`src/pkg/gsi_regs.svh`:
```
// Timing counts and display codes for the gateway status indicator.
`ifndef GSI_REGS_SVH
`define GSI_REGS_SVH
`define GSI_CLK_HZ 40000000
`define GSI_RUN_ON_MS 200
`define GSI_RUN_STOP_OFF_MS 1000
`define GSI_RUN_PRE_OFF_MS 200
`define GSI_BLINK_MS 100
`define GSI_DEBOUNCE_MS 20
`define GSI_DBL_WIN_MS 400
`define GSI_RESTART_MS 500
`define GSI_LAMP_TEST_MS 300
`define GSI_MS_CYC (`GSI_CLK_HZ / 1000)
`define GSI_ADDR_MIN 7'h01
`define GSI_ADDR_MAX 7'h63
`define GSI_SEG_C 7'h39
`define GSI_SEG_F 7'h71
`define GSI_SEG_E 7'h79
`define GSI_SEG_O 7'h5C
`define GSI_SEG_8 7'h7F
`define GSI_SEG_DASH 7'h40
`endif

```
`src/pkg/gsi_pkg.sv`:
```
// Types shared by the gateway status indicator.
package gsi_pkg;
   // Network state reported by the CANopen engine.
   typedef enum logic [1:0] {
      GSI_NMT_INIT,
      GSI_NMT_PREOP,
      GSI_NMT_OPER,
      GSI_NMT_STOP
   } gsi_nmt_type;
   // Gateway role chosen by configuration.
   typedef enum logic {
      GSI_ROLE_CAN_MASTER,
      GSI_ROLE_MB_MASTER
   } gsi_role_type;
   // Operating mode of the gateway.
   typedef enum logic [1:0] {
      GSI_MODE_NORMAL,
      GSI_MODE_CONFIG,
      GSI_MODE_RESTART
   } gsi_mode_type;
endpackage

```
`src/hdl/gsi_top.sv`:
```
// Status lamps, two-digit display and configuration mode control.
// Functional notes
// - Error lamp dark when CAN is normal.
// - Error lamp steady on port error.
// - Error lamp blinks at error counter warning.
// - Run lamp on operational, 200/1000 ms stopped.
// - Run lamp 200/200 ms in pre-operational.
// - Transmit lamp blinks while sending.
// - Receive lamp blinks while receiving.
// - Serial lamps off on no link or error.
// - Display shows own address 01 to 99.
// - Display shows config code in config mode.
// - Double press enters configuration mode.
// - Double press in config restarts to operational.
// - Two exclusive roles chosen by configuration.
// - Master role enables SDO and PDO commands.
// - Modbus master role: codes 01-06,15,16; PDO only.
`timescale 1ns/1ps
`include "gsi_regs.svh"
module gsi_top #(
   parameter int MS_CYC = `GSI_MS_CYC // Clock cycles per millisecond.
) (
   input wire logic clk, // System clock, 40 MHz.
   input wire logic rst_n, // Asynchronous reset, active low.
   input wire logic btn_n, // Configuration button pin, low when pressed.
   input wire logic can_port_err, // CAN port error or bus-off, level.
   input wire logic can_err_warn, // Error counter at or above warning.
   input wire gsi_pkg::gsi_nmt_type nmt_state, // CANopen node state.
   input wire logic can_tx_fail, // Pulse: CAN frame transmission failed.
   input wire logic can_tx_ok, // Pulse: CAN frame sent successfully.
   input wire logic ser_tx_act, // Serial port sending data.
   input wire logic ser_rx_act, // Serial port receiving data.
   input wire logic ser_link_ok, // Serial port connected.
   input wire logic ser_err, // Serial port error.
   input wire logic [6:0] node_addr, // Own slave address.
   input wire gsi_pkg::gsi_role_type cfg_role, // Stored role.
   input wire logic [7:0] mb_func, // Modbus function code to check.
   output logic led_err, // Red CAN error lamp.
   output logic led_run, // Green CAN run lamp.
   output logic led_tx, // Green serial transmit lamp.
   output logic led_rx, // Green serial receive lamp.
   output logic [6:0] seg_hi, // Tens digit segments, gfedcba.
   output logic [6:0] seg_lo, // Units digit segments, gfedcba.
   output logic cfg_mode, // High while in configuration mode.
   output logic engine_rst, // Restart request to protocol engines.
   output gsi_pkg::gsi_role_type role, // Active role.
   output logic [3:0] can_cmd_en, // SDO up, SDO down, TPDO, RPDO enables.
   output logic mb_func_ok // Function code allowed in active role.
);
   import gsi_pkg::*;

   // Only a test bench should lower this, to keep runs short.
   localparam int MS = MS_CYC; // Cycles per millisecond.
   localparam int DEB_CYC = `GSI_DEBOUNCE_MS * MS; // Debounce time.
   localparam int WIN_CYC = `GSI_DBL_WIN_MS * MS; // Double press window.
   localparam int RST_CYC = `GSI_RESTART_MS * MS; // Restart delay.
   localparam int TEST_CYC = `GSI_LAMP_TEST_MS * MS; // Eights shown.
   localparam int ON_CYC = `GSI_RUN_ON_MS * MS; // Run lamp on time.
   localparam int STOP_CYC = `GSI_RUN_STOP_OFF_MS * MS; // Stop off time.
   localparam int PRE_CYC = `GSI_RUN_PRE_OFF_MS * MS; // Pre-op off time.
   localparam int BLK_CYC = `GSI_BLINK_MS * MS; // Blink half period.

   logic btn_s; // Synchronised button, high when pressed.
   logic btn_r; // Debounced button level.
   logic [19:0] deb_cnt_r; // Debounce counter.
   logic press; // One-cycle pulse on a debounced press.
   logic btn_d_r; // Previous debounced level.
   logic first_r; // First press seen, window open.
   logic [24:0] win_cnt_r; // Window counter.
   logic dbl; // Double press pulse.
   gsi_mode_type mode_r; // Operating mode.
   logic [24:0] rst_cnt_r; // Restart and lamp test counter.
   logic [25:0] run_cnt_r; // Run lamp phase counter.
   logic run_ph_r; // Run lamp phase, high means on.
   logic [22:0] blk_cnt_r; // Blink half period counter.
   logic blk_r; // Shared blink square wave.
   logic tx_fail_r; // Latched transmit failure.
   logic [3:0] tens; // Address tens digit.
   logic [3:0] units; // Address units digit.

   // Convert a decimal digit to segments.
   function automatic logic [6:0] seg_of(input logic [3:0] d);
      logic [6:0] s;
      s = `GSI_SEG_DASH;
      case (d)
         4'h0: s = 7'h3F;
         4'h1: s = 7'h06;
         4'h2: s = 7'h5B;
         4'h3: s = 7'h4F;
         4'h4: s = 7'h66;
         4'h5: s = 7'h6D;
         4'h6: s = 7'h7D;
         4'h7: s = 7'h07;
         4'h8: s = 7'h7F;
         4'h9: s = 7'h6F;
         default: s = `GSI_SEG_DASH;
      endcase
      return s;
   endfunction

   // The button pin is asynchronous, so it is synchronised first.
   gsi_sync u_btn_sync (
      .clk(clk),
      .rst_n(rst_n),
      .d(~btn_n),
      .q(btn_s)
   );

   // Debounce: accept a new level only after it has held steady.
   always_ff @(posedge clk or negedge rst_n) begin
      if (!rst_n) begin
         deb_cnt_r <= 20'h00000;
         btn_r <= 1'b0;
      end else if (btn_s == btn_r) begin
         deb_cnt_r <= 20'h00000;
      end else if (deb_cnt_r == 20'(DEB_CYC - 1)) begin
         deb_cnt_r <= 20'h00000;
         btn_r <= btn_s;
      end else begin
         deb_cnt_r <= deb_cnt_r + 20'h00001;
      end
   end

   // Edge of the debounced level marks one press.
   always_ff @(posedge clk or negedge rst_n) begin
      if (!rst_n) begin
         btn_d_r <= 1'b0;
      end else begin
         btn_d_r <= btn_r;
      end
   end
   assign press = btn_r & ~btn_d_r;

   // A second press inside the window makes a double press.
   always_ff @(posedge clk or negedge rst_n) begin
      if (!rst_n) begin
         first_r <= 1'b0;
         win_cnt_r <= 25'h0000000;
      end else if (press) begin
         first_r <= ~first_r;
         win_cnt_r <= 25'h0000000;
      end else if (first_r) begin
         if (win_cnt_r == 25'(WIN_CYC - 1)) begin
            first_r <= 1'b0; // Window expired, press forgotten.
         end else begin
            win_cnt_r <= win_cnt_r + 25'h0000001;
         end
      end
   end
   assign dbl = press & first_r;

   // Mode machine: normal, configuration and restart.
   always_ff @(posedge clk or negedge rst_n) begin
      if (!rst_n) begin
         mode_r <= GSI_MODE_RESTART;
         rst_cnt_r <= 25'h0000000;
      end else begin
         unique case (mode_r)
            GSI_MODE_NORMAL: begin
               if (dbl) begin
                  mode_r <= GSI_MODE_CONFIG;
               end
            end
            GSI_MODE_CONFIG: begin
               if (dbl) begin
                  mode_r <= GSI_MODE_RESTART;
                  rst_cnt_r <= 25'h0000000;
               end
            end
            GSI_MODE_RESTART: begin
               if (rst_cnt_r == 25'(RST_CYC - 1)) begin
                  mode_r <= GSI_MODE_NORMAL;
               end else begin
                  rst_cnt_r <= rst_cnt_r + 25'h0000001;
               end
            end
            default: mode_r <= GSI_MODE_RESTART;
         endcase
      end
   end

   // Run lamp phase generator, timing chosen by the node state.
   always_ff @(posedge clk or negedge rst_n) begin
      if (!rst_n) begin
         run_cnt_r <= 26'h0000000;
         run_ph_r <= 1'b1;
      end else if (run_ph_r && run_cnt_r >= 26'(ON_CYC - 1)) begin
         run_cnt_r <= 26'h0000000;
         run_ph_r <= 1'b0;
      end else if (!run_ph_r && nmt_state == GSI_NMT_STOP &&
                   run_cnt_r >= 26'(STOP_CYC - 1)) begin
         run_cnt_r <= 26'h0000000;
         run_ph_r <= 1'b1;
      end else if (!run_ph_r && nmt_state != GSI_NMT_STOP &&
                   run_cnt_r >= 26'(PRE_CYC - 1)) begin
         run_cnt_r <= 26'h0000000;
         run_ph_r <= 1'b1;
      end else begin
         run_cnt_r <= run_cnt_r + 26'h0000001;
      end
   end

   // Shared square wave for blinking lamps.
   always_ff @(posedge clk or negedge rst_n) begin
      if (!rst_n) begin
         blk_cnt_r <= 23'h000000;
         blk_r <= 1'b0;
      end else if (blk_cnt_r == 23'(BLK_CYC - 1)) begin
         blk_cnt_r <= 23'h000000;
         blk_r <= ~blk_r;
      end else begin
         blk_cnt_r <= blk_cnt_r + 23'h000001;
      end
   end

   // CAN lamps: steady error overrides warning blink.
   always_ff @(posedge clk or negedge rst_n) begin
      if (!rst_n) begin
         led_err <= 1'b0;
         led_run <= 1'b0;
      end else begin
         if (can_port_err) begin
            led_err <= 1'b1;
         end else if (can_err_warn) begin
            led_err <= blk_r;
         end else begin
            led_err <= 1'b0;
         end
         unique case (nmt_state)
            GSI_NMT_OPER: led_run <= 1'b1;
            GSI_NMT_STOP: led_run <= run_ph_r;
            GSI_NMT_PREOP: led_run <= run_ph_r;
            GSI_NMT_INIT: led_run <= 1'b0;
         endcase
      end
   end

   // Serial lamps blink on activity, dark with no link or on error.
   always_ff @(posedge clk or negedge rst_n) begin
      if (!rst_n) begin
         led_tx <= 1'b0;
         led_rx <= 1'b0;
      end else if (!ser_link_ok || ser_err) begin
         led_tx <= 1'b0;
         led_rx <= 1'b0;
      end else begin
         led_tx <= ser_tx_act & blk_r;
         led_rx <= ser_rx_act & blk_r;
      end
   end

   // Transmit failure is held until a later frame succeeds.
   always_ff @(posedge clk or negedge rst_n) begin
      if (!rst_n) begin
         tx_fail_r <= 1'b0;
      end else if (can_tx_fail) begin
         tx_fail_r <= 1'b1;
      end else if (can_tx_ok) begin
         tx_fail_r <= 1'b0;
      end
   end

   assign tens = 4'(node_addr / 7'd10);
   assign units = 4'(node_addr % 7'd10);

   // Display content by priority: restart, config, error, address.
   always_ff @(posedge clk or negedge rst_n) begin
      if (!rst_n) begin
         seg_hi <= 7'h00;
         seg_lo <= 7'h00;
      end else if (mode_r == GSI_MODE_RESTART) begin
         if (rst_cnt_r < 25'(TEST_CYC)) begin
            seg_hi <= `GSI_SEG_8;
            seg_lo <= `GSI_SEG_8;
         end else begin
            seg_hi <= 7'h00;
            seg_lo <= 7'h00;
         end
      end else if (mode_r == GSI_MODE_CONFIG) begin
         seg_hi <= `GSI_SEG_C;
         seg_lo <= `GSI_SEG_F;
      end else if (tx_fail_r) begin
         seg_hi <= `GSI_SEG_E;
         seg_lo <= `GSI_SEG_O;
      end else if (node_addr >= `GSI_ADDR_MIN &&
                   node_addr <= `GSI_ADDR_MAX) begin
         seg_hi <= seg_of(tens);
         seg_lo <= seg_of(units);
      end else begin
         seg_hi <= `GSI_SEG_DASH;
         seg_lo <= `GSI_SEG_DASH;
      end
   end

   // Role, command enables and mode outputs.
   always_ff @(posedge clk or negedge rst_n) begin
      if (!rst_n) begin
         role <= GSI_ROLE_CAN_MASTER;
         can_cmd_en <= 4'h0;
         mb_func_ok <= 1'b0;
         cfg_mode <= 1'b0;
         engine_rst <= 1'b1;
      end else begin
         cfg_mode <= (mode_r == GSI_MODE_CONFIG);
         engine_rst <= (mode_r == GSI_MODE_RESTART);
         if (mode_r == GSI_MODE_RESTART) begin
            role <= cfg_role;
         end
         if (mode_r != GSI_MODE_NORMAL) begin
            can_cmd_en <= 4'h0;
            mb_func_ok <= 1'b0;
         end else if (role == GSI_ROLE_CAN_MASTER) begin
            can_cmd_en <= 4'hF;
            mb_func_ok <= 1'b0;
         end else begin
            can_cmd_en <= 4'h3;
            mb_func_ok <= (mb_func >= 8'h01 && mb_func <= 8'h06) ||
                          mb_func == 8'h0F || mb_func == 8'h10;
         end
      end
   end
endmodule

```
`src/hdl/gsi_sync.sv`:
```
// Two-flop synchroniser for a single level from outside the clock domain.
`timescale 1ns/1ps
module gsi_sync (
   input wire logic clk, // System clock.
   input wire logic rst_n, // Asynchronous reset, active low.
   input wire logic d, // Asynchronous level.
   output logic q // Synchronised level.
);
   logic meta_r; // First stage, read only by the second stage.

   // Two stages remove metastability before any logic reads the level.
   always_ff @(posedge clk or negedge rst_n) begin
      if (!rst_n) begin
         meta_r <= 1'b0;
         q <= 1'b0;
      end else begin
         meta_r <= d;
         q <= meta_r;
      end
   end
endmodule

```
`config.mk`:
```
export PLATFORM = sky130hd
export DESIGN_NAME = gsi_top
export DESIGN_NICKNAME = d
export VERILOG_FILES = /design/src/pkg/gsi_pkg.sv /design/src/hdl/gsi_top.sv /design/src/hdl/gsi_sync.sv
export VERILOG_INCLUDE_DIRS = /design/src /design/src/pkg
export SDC_FILE = /design/constraint.sdc
export NUM_CORES = 1
export LEC_CHECK = 0
export BUFFER_PORTS_ARGS = -buffer_cell sky130_fd_sc_hd__buf_4
export CAP_MARGIN = 20
export CELL_PAD_IN_SITES_DETAIL_PLACEMENT = 2
export CELL_PAD_IN_SITES_GLOBAL_PLACEMENT = 2
export CORE_MARGIN = 1
export CORE_UTILIZATION = 39
export CTS_CLUSTER_DIAMETER = 30
export DETAILED_ROUTE_END_ITERATION = 12
export GPL_ROUTABILITY_DRIVEN = 0
export PLACE_DENSITY_LB_ADDON = 0.25
export SLEW_MARGIN = 20
export SYNTH_ARGS = -nofsm -noshare
export SYNTH_HDL_FRONTEND = slang
export SYNTH_HIERARCHICAL = 1
export SYNTH_SLANG_ARGS = --single-unit
export TNS_END_PERCENT = 20
```
`constraint.sdc`:
```
create_clock -name clk -period 2.92 [get_ports clk]
set_clock_uncertainty 0.2 [all_clocks]
set_input_delay 0.584 -clock clk [delete_from_list [all_inputs] [get_ports clk]]
set_output_delay 0.584 -clock clk [all_outputs]
set_load 0.1 [all_outputs]
```
Yosys cells after proc, flatten, opt, wreduce, memory -nomap -nowiden
Memories as Yosys holds them, arrays and structs flattened.
Cells that the tools add are included.
{ "classes": {"addsub": 5, "div": 2, "magnitude_cmp": 7, "eq_ne": 18, "n_mux": 42, "n_bitwise": 9, "reduce_logical": 24} }
{ "op_table": {"columns": ["operator", "count"], "rows": [
  ["25-bit 2-to-1 mux", 5],
  ["26-bit 2-to-1 mux", 3],
  ["7-bit 2-to-1 mux", 9],
  ["25-bit by 1-bit adder with 25-bit output, second input constant", 2],
  ["25-bit case mux with 2 select lines", 1],
  ["20-bit 2-to-1 mux", 2],
  ["26-bit by 1-bit adder with 26-bit output, second input constant", 1],
  ["26-bit by 23-bit greater-or-equal comparator with 1-bit output, second input constant", 1],
  ["26-bit greater-or-equal comparator, second input constant", 1],
  ["25-bit by 24-bit equality test with 1-bit output, second input constant", 1],
  ["25-bit equality test, second input constant", 1],
  ["25-bit by 24-bit less-than comparator with 1-bit output, second input constant", 1],
  ["23-bit by 1-bit adder with 23-bit output, second input constant", 1],
  ["23-bit by 22-bit equality test with 1-bit output, second input constant", 1],
  ["23-bit 2-to-1 mux", 1],
  ["20-bit by 1-bit adder with 20-bit output, second input constant", 1],
  ["20-bit equality test, second input constant", 1],
  ["1-bit 2-to-1 mux", 14],
  ["2-bit != test, second input constant", 6],
  ["8-bit by 4-bit equality test with 1-bit output, second input constant", 1],
  ["8-bit by 5-bit equality test with 1-bit output, second input constant", 1],
  ["8-bit by 1-bit greater-or-equal comparator with 1-bit output, second input constant", 1],
  ["8-bit by 3-bit <= comparator with 1-bit output, second input constant", 1],
  ["4-bit 2-to-1 mux", 2],
  ["other kinds (21)", 48]
]} }
{ "word_totals": {"register_bits": 155, "mem_bits_ro": 224, "output_inout_bits": 26, "word_cells": 134, "memories": 2} }
{ "memory_table": {"columns": ["name", "depth", "width", "read_ports", "rd_clocked_by_memory_dff", "wr", "line", "text"], "rows": [
  ["(name not given)", 16, 7, 1, 0, 0, "gsi_top.sv:85", "case (d)"],
  ["(name not given)", 16, 7, 1, 0, 0, "gsi_top.sv:85", null]
]} }

Logic depth before layout (Yosys ltp)
{ "logic_depth": {"word_depth": 6, "mapped_depth": 17, "mapped_depth_nobuf": 15} }

Cells and area by module
Netlist, hierarchy kept.
{ "modules_own_cells": {"columns": ["module", "n_inst", "cells_per_inst", "area_each_um2"], "rows": [
  ["gsi_top", 1, 893, 8249.2],
  ["gsi_sync", 1, 2, 50.0]
]} }

Worst setup path after synthesis
No wires, ideal clock.
{ "synth_timing": {"kind": "input to register", "startpoint": "input node_addr[6]", "endpoint": "register seg_hi[3]", "arrival_ps": 3219, "required_ps": 2572, "path_slack_ps": -647, "cell_stages": 17, "path_cell_list": "buf_4 -> buf_2 -> xor2_1 -> a21oi_1 -> nor3_1 -> ha_1 -> clkbuf_1 -> nand2_1 -> o21ai_1 -> inv_1 -> ha_1 -> nor2_1 -> a21oi_1 -> o221ai_1 -> nand3_1 -> a21oi_1 -> a41oi_1"} }
{ "synth_between": {"elab_chain_cells": 6, "word_cells_on_any_way": 9, "cone_classes": "div: 1; order compare: 2; mux: 4; reduce/logical: 1; memory: 1"} }
{ "synth_lines": {"columns": ["item", "line", "text"], "rows": [
  ["start: declaration", "gsi_top.sv:35", "input wire logic [6:0] node_addr,"],
  ["7-bit by 4-bit divider with 7-bit output (tied with other cells)", "gsi_top.sv:263", "assign tens = 4'(node_addr / 7'd10);"],
  ["memory 16 x 7 bit or 1-bit logical AND (tied branches)", null, null],
  ["7-bit 2-to-1 mux *", "gsi_top.sv:285", "end else if (node_addr >= `GSI_ADDR_MIN &&"],
  ["7-bit 2-to-1 mux *", "gsi_top.sv:282", "end else if (tx_fail_r) begin"],
  ["7-bit 2-to-1 mux *", "gsi_top.sv:279", "end else if (mode_r == GSI_MODE_CONFIG) begin"],
  ["7-bit 2-to-1 mux *", "gsi_top.sv:271", "end else if (mode_r == GSI_MODE_RESTART) begin"],
  ["end signal: assignment", "gsi_top.sv:273", "seg_hi <= `GSI_SEG_8;"],
  ["end signal: assignment", "gsi_top.sv:280", "seg_hi <= `GSI_SEG_C;"],
  ["end signal: assignment", "gsi_top.sv:283", "seg_hi <= `GSI_SEG_E;"],
  ["end: declaration", "gsi_top.sv:42", "output logic [6:0] seg_hi,"]
]} }
Mark *: on every way between the ends. The rest lies on a longest branch, timed or not.
A chain may end at the register's enable or synchronous reset.

Worst setup path after layout
Same ends and word-level chain as after synthesis.

==> results.md <==
* Status: finished with violations
* Failing checks: negative setup slack
* H-tree level count at 4
* Syn_nets at 939
* Seq cells post-synth at 153
* Pwr Density at 546.7 mW/mm^2
* Ratio of cells with drive above 1 in the final layout at 20.73%
* Synth Area per Inst at 9.273 sq um
* Die Area at 0.02187 sq mm
* Pre-CTS setup slack at -537.7 ps
* Largest net degree at the start of global routing at 67
* Clock Latency Late Sink at 430 ps
* First-pass GRT wire length at 43.16 mm
* Async set-reset flop share out of synthesis at 100.0%
* # rows at 52
* CP endpoint kind: register
* GRT overflow at 0
* Fin crit period at 3015 ps
* Core ar. at 0.02056 sq mm
* DR vias at 7,216
* Initial antenna violation count at 0
* CTS tree: built
* DR iter-0 viols at 241
* Period utilization at 103.2%
* Arrival @ worst endpoint at 3090 ps
* TritonCTS Buffers at 17
* Area growth syn-to-layout at 24.95%
* Area after DPL at 0.009498 sq mm
* Synth Instances at 895
* Commonest cells post-synth: dfrtp_1, nor2_1, nand2_1
* Top cell type by total area after synthesis: dfrtp_1
* Gr usage total at 25.12%
* Post-synth top area share at 45.23%
* Final WL at 27.24 mm
* DPL Wire Length at 18.02 mm
* Diodes inserted at 0
* EDFF count, synth at 0
* Sequential area share after synthesis at 46.18%
* Final WS setup at -94.67 ps
* Sink Count at 153
* Residual DRC at 0
* Final Max Slew Viols at 0
* Post-layout instance area at 0.01037 sq mm
* Synthesized area at 0.008299 sq mm
* Initial Util at 40.37%
* Vias in the first global route at 7,975
* Setup violators final at 6
* PortBufs at 54
* Worst hold path class: input port to register
* Synth cell types at 76
* Synth warn at 6
* Worst Tran Pin Value at 805.1 ps
* WL/cell at 21.15 microns
* Area contributors post-synth: dfrtp_1, xor2_1, nor2_1
* Final Hold Viols at 0
* Die Ht at 147.9 microns
* Static Leak at 4.694 nW
* Most frequent cell after synthesis: dfrtp_1
* Startpoint Class: input port
* Critical Path Fanout Max at 8
* Slew headroom at 45.97%
* F_max at 331.7 MHz
* I/O Pins at 55
* Kind of critical path: input port to register
* WP data required at 3000 ps
* Net count, final at 1,049
* DRT Pass-1 Iters at 4
* CTS Root Cell: clkbuf_16
* Die X at 147.9 microns
* Max VDD drop at 0.0002891 V
* Max-cap violations at 0
* Via density per instance at 5.602
* Top FF cell, synth: dfrtp_1
* Antenna Nets Post-Route at 0
* Core Util, Final at 50.44%
* Tightest hold margin at 87.25 ps
* Clock tree buffer depth at 2
* CTS clk-pin slew, worst paths at 70 ps
## metrics by stage
step	instances	power (W)	setup TNS (ps)
6_report	1288	0.005670	-340.5
4_1_cts	1285	0.005656	0
3_3_place_gp	1249	0.003158	-3093
2_1_floorplan	895	0.002855	-1639
3_5_place_dp	1249	0.003202	-4959
5_1_grt	1288	0.005856	-1667
## worst max-delay path, cell delays in order
cell and delay (ps):
buf_8 120, nor2b_4 140, o21ai_2 230, a21oi_4 110, buf_6 120, buf_4 130, nor4_1 380, buf_4 190
o21ai_4 80, inv_2 80, buf_4 100, ha_1 190, a21oi_2 70, o221ai_2 220, nand3_1 120, a21oi_1 160
a41oi_1 60
## area by class of cell
class / count / area (sq um)
clock buffer: 21 / 460.4
tap: 270 / 337.8
inverter: 27 / 101.3
sequential: 153 / 3832
multi-input combinational: 681 / 4418
timing repair buffer: 125 / 1051
clock inverter: 11 / 168.9
fill: 2146 / 10190
## state kept, by name, indices dropped and copies added (netlist names), 2 cells and up
signal      flops
run_cnt_r      26
rst_cnt_r      25
win_cnt_r      25
blk_cnt_r      23
deb_cnt_r      20
seg_hi          7
seg_lo          7
can_cmd_en      2
mode_r          2
## cells by family (layout without fill, tap and decap cells)
logic type | count (synthesis) | count (layout) | share of synthesized area (%)
DFF | 153 | 153 | 46.18
buffers and inverters | 61 | 184 | 3.181
muxes | 3 | 3 | 0.4070
and+or+nand+nor | 426 | 426 | 25.60
adders and majority gates | 15 | 15 | 2.261
xor gates and xnor gates | 109 | 109 | 11.50
AOI/OAI and AO/OA | 128 | 128 | 10.87
## final timing paths
path	start	cells past startpoint	end	slack, ps
setup / recovery	node_addr[6]	17	seg_hi[3]	-90
hold / removal	btn_n	2	u_btn_sync/meta_r	90
setup reg to reg	win_cnt_r[15]	8	win_cnt_r[13]	170
max in group asynchronous	rst_n	3	engine_rst	1290
hold reg to reg	u_btn_sync/meta_r	0	u_btn_sync/q	160
min in group asynchronous	rst_n	2	deb_cnt_r[12]	460
## layout by cell type, fill, tap and decap left out, types with 23 or more instances in the layout
master | synthesis | final
buf_4 | 3 | 106
nand2_1 | 77 | 74
nand3_1 | 44 | 44
xnor2_1 | 44 | 43
inv_1 | 27 | 24
and3_1 | 28 | 27
nor3_1 | 25 | 23
xor2_1 | 65 | 64
dfrtp_1 | 150 | 150
nor2_1 | 144 | 141
## power by group
group	leakage, nW	switching, W	total (W)	internal, W
combinational	2.35	0.000589	0.000937	0.000348
sequential	2.03	0.0000939	0.00231	0.00222
clock	0.307	0.000944	0.00242	0.00148
total	4.69	0.00163	0.00567	0.00404
## routing by layer
layer	part of all wire, %	global-route usage [%]	up-vias
met4	1.7	6.856	0
met5	0	0	-
li1	-	-	3348
met1	43	31.07	3723
met2	54	45.50	111
met3	2.0	3.519	34
## timing repair
item	4_1_cts	5_1_grt
hold buffers	1	0
setup buffers	3	3
endpoints found under the setup margin	7	30
pin swaps	2	21
resized for setup	6	46
hold endpoints to repair	47	0
Power figures use the tool's default switching activity.
